`src/hw/wkr_regs_map.vh`:
```
// Register map constants for the wake-up receiver configuration bank.
// Assumes registers are reached by a six-bit index from the serial command decoder.
//
// What this block does
// (RULE1) Hysteresis select bit: 0 gives 40mV, 1 gives 20mV; resets to zero.
// (RULE2) Hysteresis edge bit: 0 both edges, 1 rising only; resets to zero.
// (RULE3) Register 3 holds slicer constant bits 5:3 reset 100, envelope bits 2:0 reset 000.
// (RULE4) Two-bit off time picks 1, 2, 4 or 8 ms; resets to 00.
// (RULE5) Register 4 bits 5:4 select antenna damping resistor; reset 01.
// (RULE6) Register 4 bits 3:0 hold gain reduction; reset 0000.
// (RULE7) Registers 5 and 6 hold pattern bytes two and one, reset 69 and 96.
// (RULE8) Register 7 holds timeout bits 7:5 reset 000, bit rate bits 4:0 reset 01011.
// (RULE9) Artificial wake-up code 000 disables; 001 to 111 pick 1s up to 2h.
// (RULE10) Register 16 bit 7 routes clock generator onto clock/data pin; reset zero.
// (RULE11) Register 16 bits 5 and 4 force oscillator slowest or fastest; reset zero.
// (RULE12) Register 16 bits 2, 1, 0 show channel 3, 2, 1 resonance on data pin.
// (RULE13) Registers 17 to 19 hold five-bit tuning capacitor settings, reset zero.
// (RULE14) Commands carry a six-bit register address in bits 13 to 8.
// (RULE15) The false-wake clear command sets the false wake counter to zero.
// (RULE16) Strength, false wake count, trim and tank status are read-only.
// (RULE17) Register 9 bit 7 disables gain control; bits 6:0 read zero.
`ifndef WKR_REGS_MAP_VH
`define WKR_REGS_MAP_VH

// Register indices.
`define WKR_IDX_SLICER 6'h03
`define WKR_IDX_OFFDAMP 6'h04
`define WKR_IDX_PAT2 6'h05
`define WKR_IDX_PAT1 6'h06
`define WKR_IDX_TOBR 6'h07
`define WKR_IDX_BAND 6'h08
`define WKR_IDX_AGC 6'h09
`define WKR_IDX_STR1 6'h0a
`define WKR_IDX_STR2 6'h0b
`define WKR_IDX_STR3 6'h0c
`define WKR_IDX_FWAKE 6'h0d
`define WKR_IDX_RCCAL 6'h0e
`define WKR_IDX_LCOSC 6'h0f
`define WKR_IDX_OSCTEST 6'h10
`define WKR_IDX_CAP1 6'h11
`define WKR_IDX_CAP2 6'h12
`define WKR_IDX_CAP3 6'h13

// Reset values.
`define WKR_RST_SLICER 8'h20
`define WKR_RST_OFFDAMP 8'h10
`define WKR_RST_PAT2 8'h69
`define WKR_RST_PAT1 8'h96
`define WKR_RST_TOBR 8'h0b
`define WKR_RST_BAND 8'h00
`define WKR_RST_AGC 8'h00
`define WKR_RST_OSCTEST 8'h00
`define WKR_RST_CAP 8'h00

// Writable bit masks.
`define WKR_MASK_AGC 8'h80
`define WKR_MASK_OSCTEST 8'hb7
`define WKR_MASK_CAP 8'h1f

// Direct command code for clearing the false wake counter.
`define WKR_CMD_CLEAR_FALSE 6'h03

`endif

```
`src/hw/wkr_regs.v`:
```
// Configuration and status register bank of a three-channel wake-up receiver.
// Assumes a serial command decoder presents one-cycle write, read and command strobes.
`timescale 1ns/1ps
`default_nettype none
`include "wkr_regs_map.vh"

module wkr_regs (
   // Clock and reset.
   input wire clk_in,
   input wire reset_in,
   // Command port from the serial decoder.
   input wire [5:0] addr_in,
   input wire [7:0] wdata_in,
   input wire wr_in,
   input wire rd_in,
   input wire cmd_in,
   input wire preset_in,
   output reg [7:0] rdata_out,
   output reg rvalid_out,
   // Status from the receiver.
   input wire [4:0] strength_level_ch1_in,
   input wire [4:0] strength_level_ch2_in,
   input wire [4:0] strength_level_ch3_in,
   input wire false_wake_in,
   input wire rc_trim_pass_in,
   input wire rc_trim_fail_in,
   input wire [5:0] rc_trim_taps_in,
   input wire tank_osc_running_in,
   input wire tank_osc_failed_in,
   // Control outputs to the receiver.
   output wire slicer_hyst_small_out,
   output wire hyst_rising_only_out,
   output wire [2:0] slicer_time_const_out,
   output wire [2:0] envelope_time_const_out,
   output wire [1:0] off_time_out,
   output wire [1:0] antenna_damping_sel_out,
   output wire [3:0] gain_reduction_out,
   output wire [7:0] pattern_second_byte_out,
   output wire [7:0] pattern_first_byte_out,
   output wire [2:0] timeout_out,
   output wire [4:0] bit_rate_setting_out,
   output wire [2:0] band_sel_out,
   output wire [2:0] forced_wake_code_out,
   output wire forced_wake_enable_out,
   output wire gain_control_disable_out,
   output wire clkgen_to_output_pin_out,
   output wire rc_force_slowest_out,
   output wire rc_force_fastest_out,
   output wire [2:0] show_resonance_out,
   output wire [14:0] tuning_cap_bank_out
);

   reg [7:0] slicer_r;
   reg [7:0] offdamp_r;
   reg [7:0] pat2_r;
   reg [7:0] pat1_r;
   reg [7:0] tobr_r;
   reg [7:0] band_r;
   reg [7:0] agc_r;
   reg [7:0] osctest_r;
   reg [7:0] fwake_r;
   reg [7:0] rdata_nxt;

   ////////////////////////////////////////////////////////////////////////////
   // Writable configuration registers; a preset reloads every default.
   always @(posedge clk_in or posedge reset_in) begin
      if (reset_in) begin
         slicer_r <= `WKR_RST_SLICER; // RULE1 RULE2 RULE3
         offdamp_r <= `WKR_RST_OFFDAMP; // RULE4 RULE5 RULE6
         pat2_r <= `WKR_RST_PAT2; // RULE7
         pat1_r <= `WKR_RST_PAT1;
         tobr_r <= `WKR_RST_TOBR; // RULE8
         band_r <= `WKR_RST_BAND;
         agc_r <= `WKR_RST_AGC;
         osctest_r <= `WKR_RST_OSCTEST;
      end else if (preset_in) begin
         slicer_r <= `WKR_RST_SLICER;
         offdamp_r <= `WKR_RST_OFFDAMP;
         pat2_r <= `WKR_RST_PAT2;
         pat1_r <= `WKR_RST_PAT1;
         tobr_r <= `WKR_RST_TOBR;
         band_r <= `WKR_RST_BAND;
         agc_r <= `WKR_RST_AGC;
         osctest_r <= `WKR_RST_OSCTEST;
      end else if (wr_in) begin
         // Address decode; read-only indices fall through untouched.
         if (addr_in == `WKR_IDX_SLICER) begin // RULE14
            slicer_r <= wdata_in;
         end else if (addr_in == `WKR_IDX_OFFDAMP) begin
            offdamp_r <= wdata_in;
         end else if (addr_in == `WKR_IDX_PAT2) begin
            pat2_r <= wdata_in;
         end else if (addr_in == `WKR_IDX_PAT1) begin
            pat1_r <= wdata_in;
         end else if (addr_in == `WKR_IDX_TOBR) begin
            tobr_r <= wdata_in;
         end else if (addr_in == `WKR_IDX_BAND) begin
            band_r <= wdata_in;
         end else if (addr_in == `WKR_IDX_AGC) begin
            agc_r <= wdata_in & `WKR_MASK_AGC; // RULE17
         end else if (addr_in == `WKR_IDX_OSCTEST) begin
            osctest_r <= wdata_in & `WKR_MASK_OSCTEST; // RULE10 RULE11 RULE12
         end
      end
   end

   ////////////////////////////////////////////////////////////////////////////
   // One tuning capacitor register per channel, each owned by its own process.
   genvar ch;
   generate
      for (ch = 0; ch < 3; ch = ch + 1) begin : g_cap
         // Index of this channel's register, cut to the address width on purpose.
         localparam [31:0] CAP_IDX = {26'h0000000, `WKR_IDX_CAP1} + ch;
         reg [7:0] cap_r;
         always @(posedge clk_in or posedge reset_in) begin
            if (reset_in) begin
               cap_r <= `WKR_RST_CAP;
            end else if (preset_in) begin
               cap_r <= `WKR_RST_CAP;
            end else if (wr_in && (addr_in == CAP_IDX[5:0])) begin
               cap_r <= wdata_in & `WKR_MASK_CAP; // RULE13
            end
         end
         assign tuning_cap_bank_out[5*ch+4:5*ch] = cap_r[4:0];
      end
   endgenerate

   ////////////////////////////////////////////////////////////////////////////
   // False wake counter: saturates, clear command wins over a false wake.
   always @(posedge clk_in or posedge reset_in) begin
      if (reset_in) begin
         fwake_r <= 8'h00;
      end else if (cmd_in && (addr_in == `WKR_CMD_CLEAR_FALSE)) begin
         fwake_r <= 8'h00; // RULE15
      end else if (false_wake_in && (fwake_r != 8'hff)) begin
         fwake_r <= fwake_r + 8'h01;
      end
   end

   ////////////////////////////////////////////////////////////////////////////
   // Read multiplexer; status views ignore writes, unmapped reads give zero.
   always @* begin
      rdata_nxt = 8'h00;
      if (addr_in == `WKR_IDX_SLICER) begin
         rdata_nxt = slicer_r;
      end else if (addr_in == `WKR_IDX_OFFDAMP) begin
         rdata_nxt = offdamp_r;
      end else if (addr_in == `WKR_IDX_PAT2) begin
         rdata_nxt = pat2_r;
      end else if (addr_in == `WKR_IDX_PAT1) begin
         rdata_nxt = pat1_r;
      end else if (addr_in == `WKR_IDX_TOBR) begin
         rdata_nxt = tobr_r;
      end else if (addr_in == `WKR_IDX_BAND) begin
         rdata_nxt = band_r;
      end else if (addr_in == `WKR_IDX_AGC) begin
         rdata_nxt = agc_r;
      end else if (addr_in == `WKR_IDX_STR1) begin
         rdata_nxt = {3'h0, strength_level_ch1_in}; // RULE16
      end else if (addr_in == `WKR_IDX_STR2) begin
         rdata_nxt = {3'h0, strength_level_ch2_in};
      end else if (addr_in == `WKR_IDX_STR3) begin
         rdata_nxt = {3'h0, strength_level_ch3_in};
      end else if (addr_in == `WKR_IDX_FWAKE) begin
         rdata_nxt = fwake_r;
      end else if (addr_in == `WKR_IDX_RCCAL) begin
         rdata_nxt = {rc_trim_pass_in, rc_trim_fail_in, rc_trim_taps_in};
      end else if (addr_in == `WKR_IDX_LCOSC) begin
         rdata_nxt = {3'h0, tank_osc_running_in, tank_osc_failed_in, 3'h0};
      end else if (addr_in == `WKR_IDX_OSCTEST) begin
         rdata_nxt = osctest_r;
      end else if (addr_in == `WKR_IDX_CAP1) begin
         rdata_nxt = {3'h0, tuning_cap_bank_out[4:0]};
      end else if (addr_in == `WKR_IDX_CAP2) begin
         rdata_nxt = {3'h0, tuning_cap_bank_out[9:5]};
      end else if (addr_in == `WKR_IDX_CAP3) begin
         rdata_nxt = {3'h0, tuning_cap_bank_out[14:10]};
      end
   end

   // Read data registered one cycle after the read strobe.
   always @(posedge clk_in or posedge reset_in) begin
      if (reset_in) begin
         rdata_out <= 8'h00;
         rvalid_out <= 1'b0;
      end else begin
         rvalid_out <= rd_in;
         if (rd_in) begin
            rdata_out <= rdata_nxt;
         end
      end
   end

   ////////////////////////////////////////////////////////////////////////////
   // Field outputs to the analog and timing logic.
   assign slicer_hyst_small_out = slicer_r[7]; // RULE1
   assign hyst_rising_only_out = slicer_r[6]; // RULE2
   assign slicer_time_const_out = slicer_r[5:3]; // RULE3
   assign envelope_time_const_out = slicer_r[2:0];
   assign off_time_out = offdamp_r[7:6]; // RULE4
   assign antenna_damping_sel_out = offdamp_r[5:4]; // RULE5
   assign gain_reduction_out = offdamp_r[3:0]; // RULE6
   assign pattern_second_byte_out = pat2_r; // RULE7
   assign pattern_first_byte_out = pat1_r;
   assign timeout_out = tobr_r[7:5]; // RULE8
   assign bit_rate_setting_out = tobr_r[4:0];
   assign band_sel_out = band_r[7:5];
   assign forced_wake_code_out = band_r[2:0]; // RULE9
   assign forced_wake_enable_out = (band_r[2:0] != 3'h0); // RULE9
   assign gain_control_disable_out = agc_r[7]; // RULE17
   assign clkgen_to_output_pin_out = osctest_r[7]; // RULE10
   assign rc_force_slowest_out = osctest_r[5]; // RULE11
   assign rc_force_fastest_out = osctest_r[4];
   assign show_resonance_out = osctest_r[2:0]; // RULE12

endmodule
`default_nettype wire

```
`config.mk`:
```
export PLATFORM = sky130hd
export DESIGN_NAME = wkr_regs
export DESIGN_NICKNAME = d
export VERILOG_FILES = /design/src/hw/wkr_regs.v
export VERILOG_INCLUDE_DIRS = /design/src /design/src/hw
export SDC_FILE = /design/constraint.sdc
export NUM_CORES = 1
export LEC_CHECK = 0
export ABC_CLOCK_PERIOD_IN_PS = 3310
export CORE_AREA = 3 3 109 137
export CTS_CLUSTER_SIZE = 24
export DETAILED_ROUTE_END_ITERATION = 10
export DIE_AREA = 0 0 112 140
export DONT_BUFFER_PORTS = 1
export PLACE_DENSITY = 0.59
export SYNTH_ARGS = -nofsm -noshare
export SYNTH_HDL_FRONTEND = slang
export SYNTH_SLANG_ARGS = --single-unit
```
`constraint.sdc`:
```
create_clock -name clk_in -period 3.31 [get_ports clk_in]
set_input_delay 0.331 -clock clk_in [delete_from_list [all_inputs] [get_ports clk_in]]
set_output_delay 0.331 -clock clk_in [all_outputs]
set_load 0.05 [all_outputs]
```
==> summary.md <==
| Metric | Value |
|---|---|
| Status | finished with violations |
| Violated checks | negative hold slack |
| CP Capture Type | register |
| Share of post-route cells with drive strength above 1 | 0.1429 |
| Clock Tree Buf Depth | 2 |
| Die width | 112 um |
| Crit path max fanout | 15 |
| Reg clk slew, reported paths | 60 ps |
| Synth area leader | dfrtp_1 |
| Core Region | 13750 um2 |
| Adder-Cell Fraction of Synth Area | 0.002606 |
| Gpl congestion | 0.8933 |
| CTS Root Buffer Type | clkbuf_16 |
| Slowest CP cell | a41oi_2 |
| Post-CTS Setup Inserts | 0 |
| First-pass GRT wire length | 24.25 mm |
| Syn_nets | 543 |
| Seq/Total Area, Yosys | 0.4567 |
| PortBufs | 0 |
| Vias | 3949 |
| Initial antenna violation count | 2 |
| Simple-gate area share of the yosys netlist | 0.2024 |
| Post-synth EDFFs | 0 |
| Drt wl/cell | 24.37 um |
| Die ar. | 15680 um2 |
| Syn-to-layout area delta | 8.416% |
| Number of global-route vias before repair | 3810 |
| ANT nets after route | 0 |
| Ys flop type | dfrtp_1 |
| Setup TNS | 0 ps |
| # setup viols final | 0 |
| Die height | 140 um |
| Critical path arrival | 2250 ps |
| Pin count of the biggest net entering global routing | 49 |
| Largest family of logic cells by synthesized area | simple AND/OR/NAND/NOR gates |
| Slew @ Worst Pin | 830.5 ps |
| Post-synth cell types | 65 |
| CTS tree | done |
| Clk Latency, worst-skew pair | 350 ps |
| FMAX | 497.5 MHz |
| Peak per-stage delay on the critical path | 610 ps |
| Multiplexer area fraction after synthesis | 0.08911 |
| Residual DRC | 0 |
| Initial core utilization | 0.3492 |
| Most frequent cells in the layout | dfrtp_1, nand2_1, nor2_1, o21ai_0, mux2i_1 |
| Family with the most delay on the worst path | simple AND/OR/NAND/NOR gates |
| Hold WS | -5.534 ps |
| Worst-path cell chain | nor4b_4 > nand2_2 > a41oi_2 > mux2_2 |
| H-Tree Depth | 3 |
| CP required | 3550 ps |
| CP Class | primary input to register |
| Synth area leaders | dfrtp_1, dfstp_2, mux2i_1 |
| Slew HR | 0.4463 |
| Final hold violation count | 6 |
| Num CTS Buffers | 9 |
| Final slew viol count | 0 |
| Mean Syn Cell Area | 9.682 um2 |
| Initial drt markers | 381 |
| Row count | 48 |
| Synthesized area | 4802 um2 |
| Ys Warns | 0 |
| Post-cts resize count | 0 |
| Final net count | 525 |
| Power Density | 545.7 nW/um2 |
| Io pins | 124 |
| Post-route minimum period | 2010 ps |
| Max-cap violations | 0 |
| Async set-reset flop share out of synthesis | 1.000 |
| DRT Wirelength | 16.08 mm |
| Sink Count | 87 |
| Post-Synth XOR/XNOR Area | 0.01094 |
| RSZ-0062 raised after global routing | no |
| Hpwl dp | 12.18 mm |
| Clk_skew | 7.430 ps |
| Commonest non-fill, non-tap cell in the layout | dfrtp_1 |
| First-pass detailed-route iteration total | 6 |
| DR vias/cell | 5.983 |
| Cells after synthesis | 496 |
| CP Buf/Inv Count | 0 |
| Worst ir drop on vdd | 0.2117 mV |
| Gr usage total | 0.2030 |
| Post-synthesis compound-gate area fraction | 0.1892 |
| Period utilization | 0.6072 |
| Nature of the critical path startpoint | primary input |
| Post-synth top area share | 0.3856 |
| Grt total ovfl | 0 |
| Number of synthesized register bits | 87 |
| Hold Path Class | primary input to async pin |
| Leak | 0.002116 uW |
-- power breakdown --
group / leakage, uW / total [uW] / switching, uW / internal (uW)
logic: 0.000867 / 320 / 181 / 139
clock network: 0.000139 / 1040 / 448 / 591
registers: 0.00111 / 1480 / 321 / 1160
-- stage by stage --
| step | util | cell area, um2 | setup WS (ps) | std cells | total power, uW |
|---|---|---|---|---|---|
| final | 0.3785 | 5206 | 1300 | 660 | 2841 |
| after global routing | 0.3785 | 5206 | 1201 | 660 | 2951 |
| after CTS | 0.3782 | 5201 | 1287 | 658 | 2860 |
| after detailed placement | 0.3553 | 4887 | 967.7 | 641 | 1822 |
| after global placement | 0.3553 | 4887 | 1004 | 641 | 1807 |
| after floorplan | - | 4802 | 750.3 | 496 | 1737 |
-- state kept, by name, indices dropped and copies added (netlist names) --
signal	flops
rvalid_out	1
rdata_out	8
tobr_r	8
pattern_second_byte_out	8
fwake_r	8
pattern_first_byte_out	8
osctest_r	6
band_r	8
slicer_r	8
g_cap.cap_r	15
offdamp_r	8
agc_r	1
-- synthesized netlist by cell type, types with 3 or more instances --
cell type / number
dfrtp_1: 74
nand2_1: 54
nor2_1: 51
o21ai_0: 51
mux2i_1: 27
a21oi_1: 15
clkbuf_1: 15
dfstp_2: 13
nand2b_1: 13
nand3_1: 13
buf_2: 10
inv_1: 10
nor2b_1: 10
buf_4: 9
o22ai_1: 8
a211o_1: 7
nand4_1: 7
a221oi_1: 6
mux2_2: 6
nor3_1: 6
a32oi_1: 5
o2bb2ai_1: 5
a21o_1: 4
a31oi_1: 4
and3_1: 4
mux4_2: 4
a211oi_1: 3
and2_1: 3
nor3_4: 3
o221a_2: 3
or3_1: 3
xnor2_1: 3
xor2_1: 3
-- final timing paths --
check	startpoint	end	slack, ps	cells past startpoint
min in group clk_in	preset_in	slicer_r[1]	40	1
max in group asynchronous	reset_in	offdamp_r[4]	2460	2
max reg2reg	g_cap[2].cap_r[2]	rdata_out[2]	1300	4
min	reset_in	g_cap[1].cap_r[4]	-6	1
min reg2reg	band_r[3]	band_r[3]	510	2
max	addr_in[3]	band_r[7]	1300	4
-- cells by family (layout without fill, tap and decap cells) --
logic type | count (synthesis) | in the layout
AND/OR/NAND/NOR | 185 | 185
other | 0 | 2
adder cells (fa/ha/maj) | 1 | 1
multiplexers | 37 | 37
AO/OA/AOI/OAI | 132 | 132
flip-flops | 87 | 87
buffers and inverters | 48 | 35
XOR/XNOR | 6 | 6
-- per-layer routing --
layer,vias to the layer above,GRT usage,part of all wire
li1,1773,-,-
met5,-,0,0
met3,24,0.07001,0.091
met4,0,0.07848,0.024
met2,189,0.3408,0.51
met1,1963,0.2393,0.38
-- layout make-up --
class | instances | area [um2]
Antenna cell | 2 | 5.005
Clock buffer | 9 | 225.2
Clock inverter | 7 | 78.83
Fill cell | 1363 | 8547
Inverter | 11 | 42.54
Multi-Input combinational cell | 361 | 2380
Sequential cell | 87 | 2193
Tap cell | 175 | 219.0
Timing Repair Buffer | 8 | 62.56
-- timing repair --
| item | 4_1_cts | 5_1_grt |
|---|---|---|
| hold buffers | 1 | 0 |
| hold endpoints to repair | 1 | 0 |
| endpoints found under the setup margin | 0 | 0 |
Note: power is estimated with default switching activity, not from simulation.
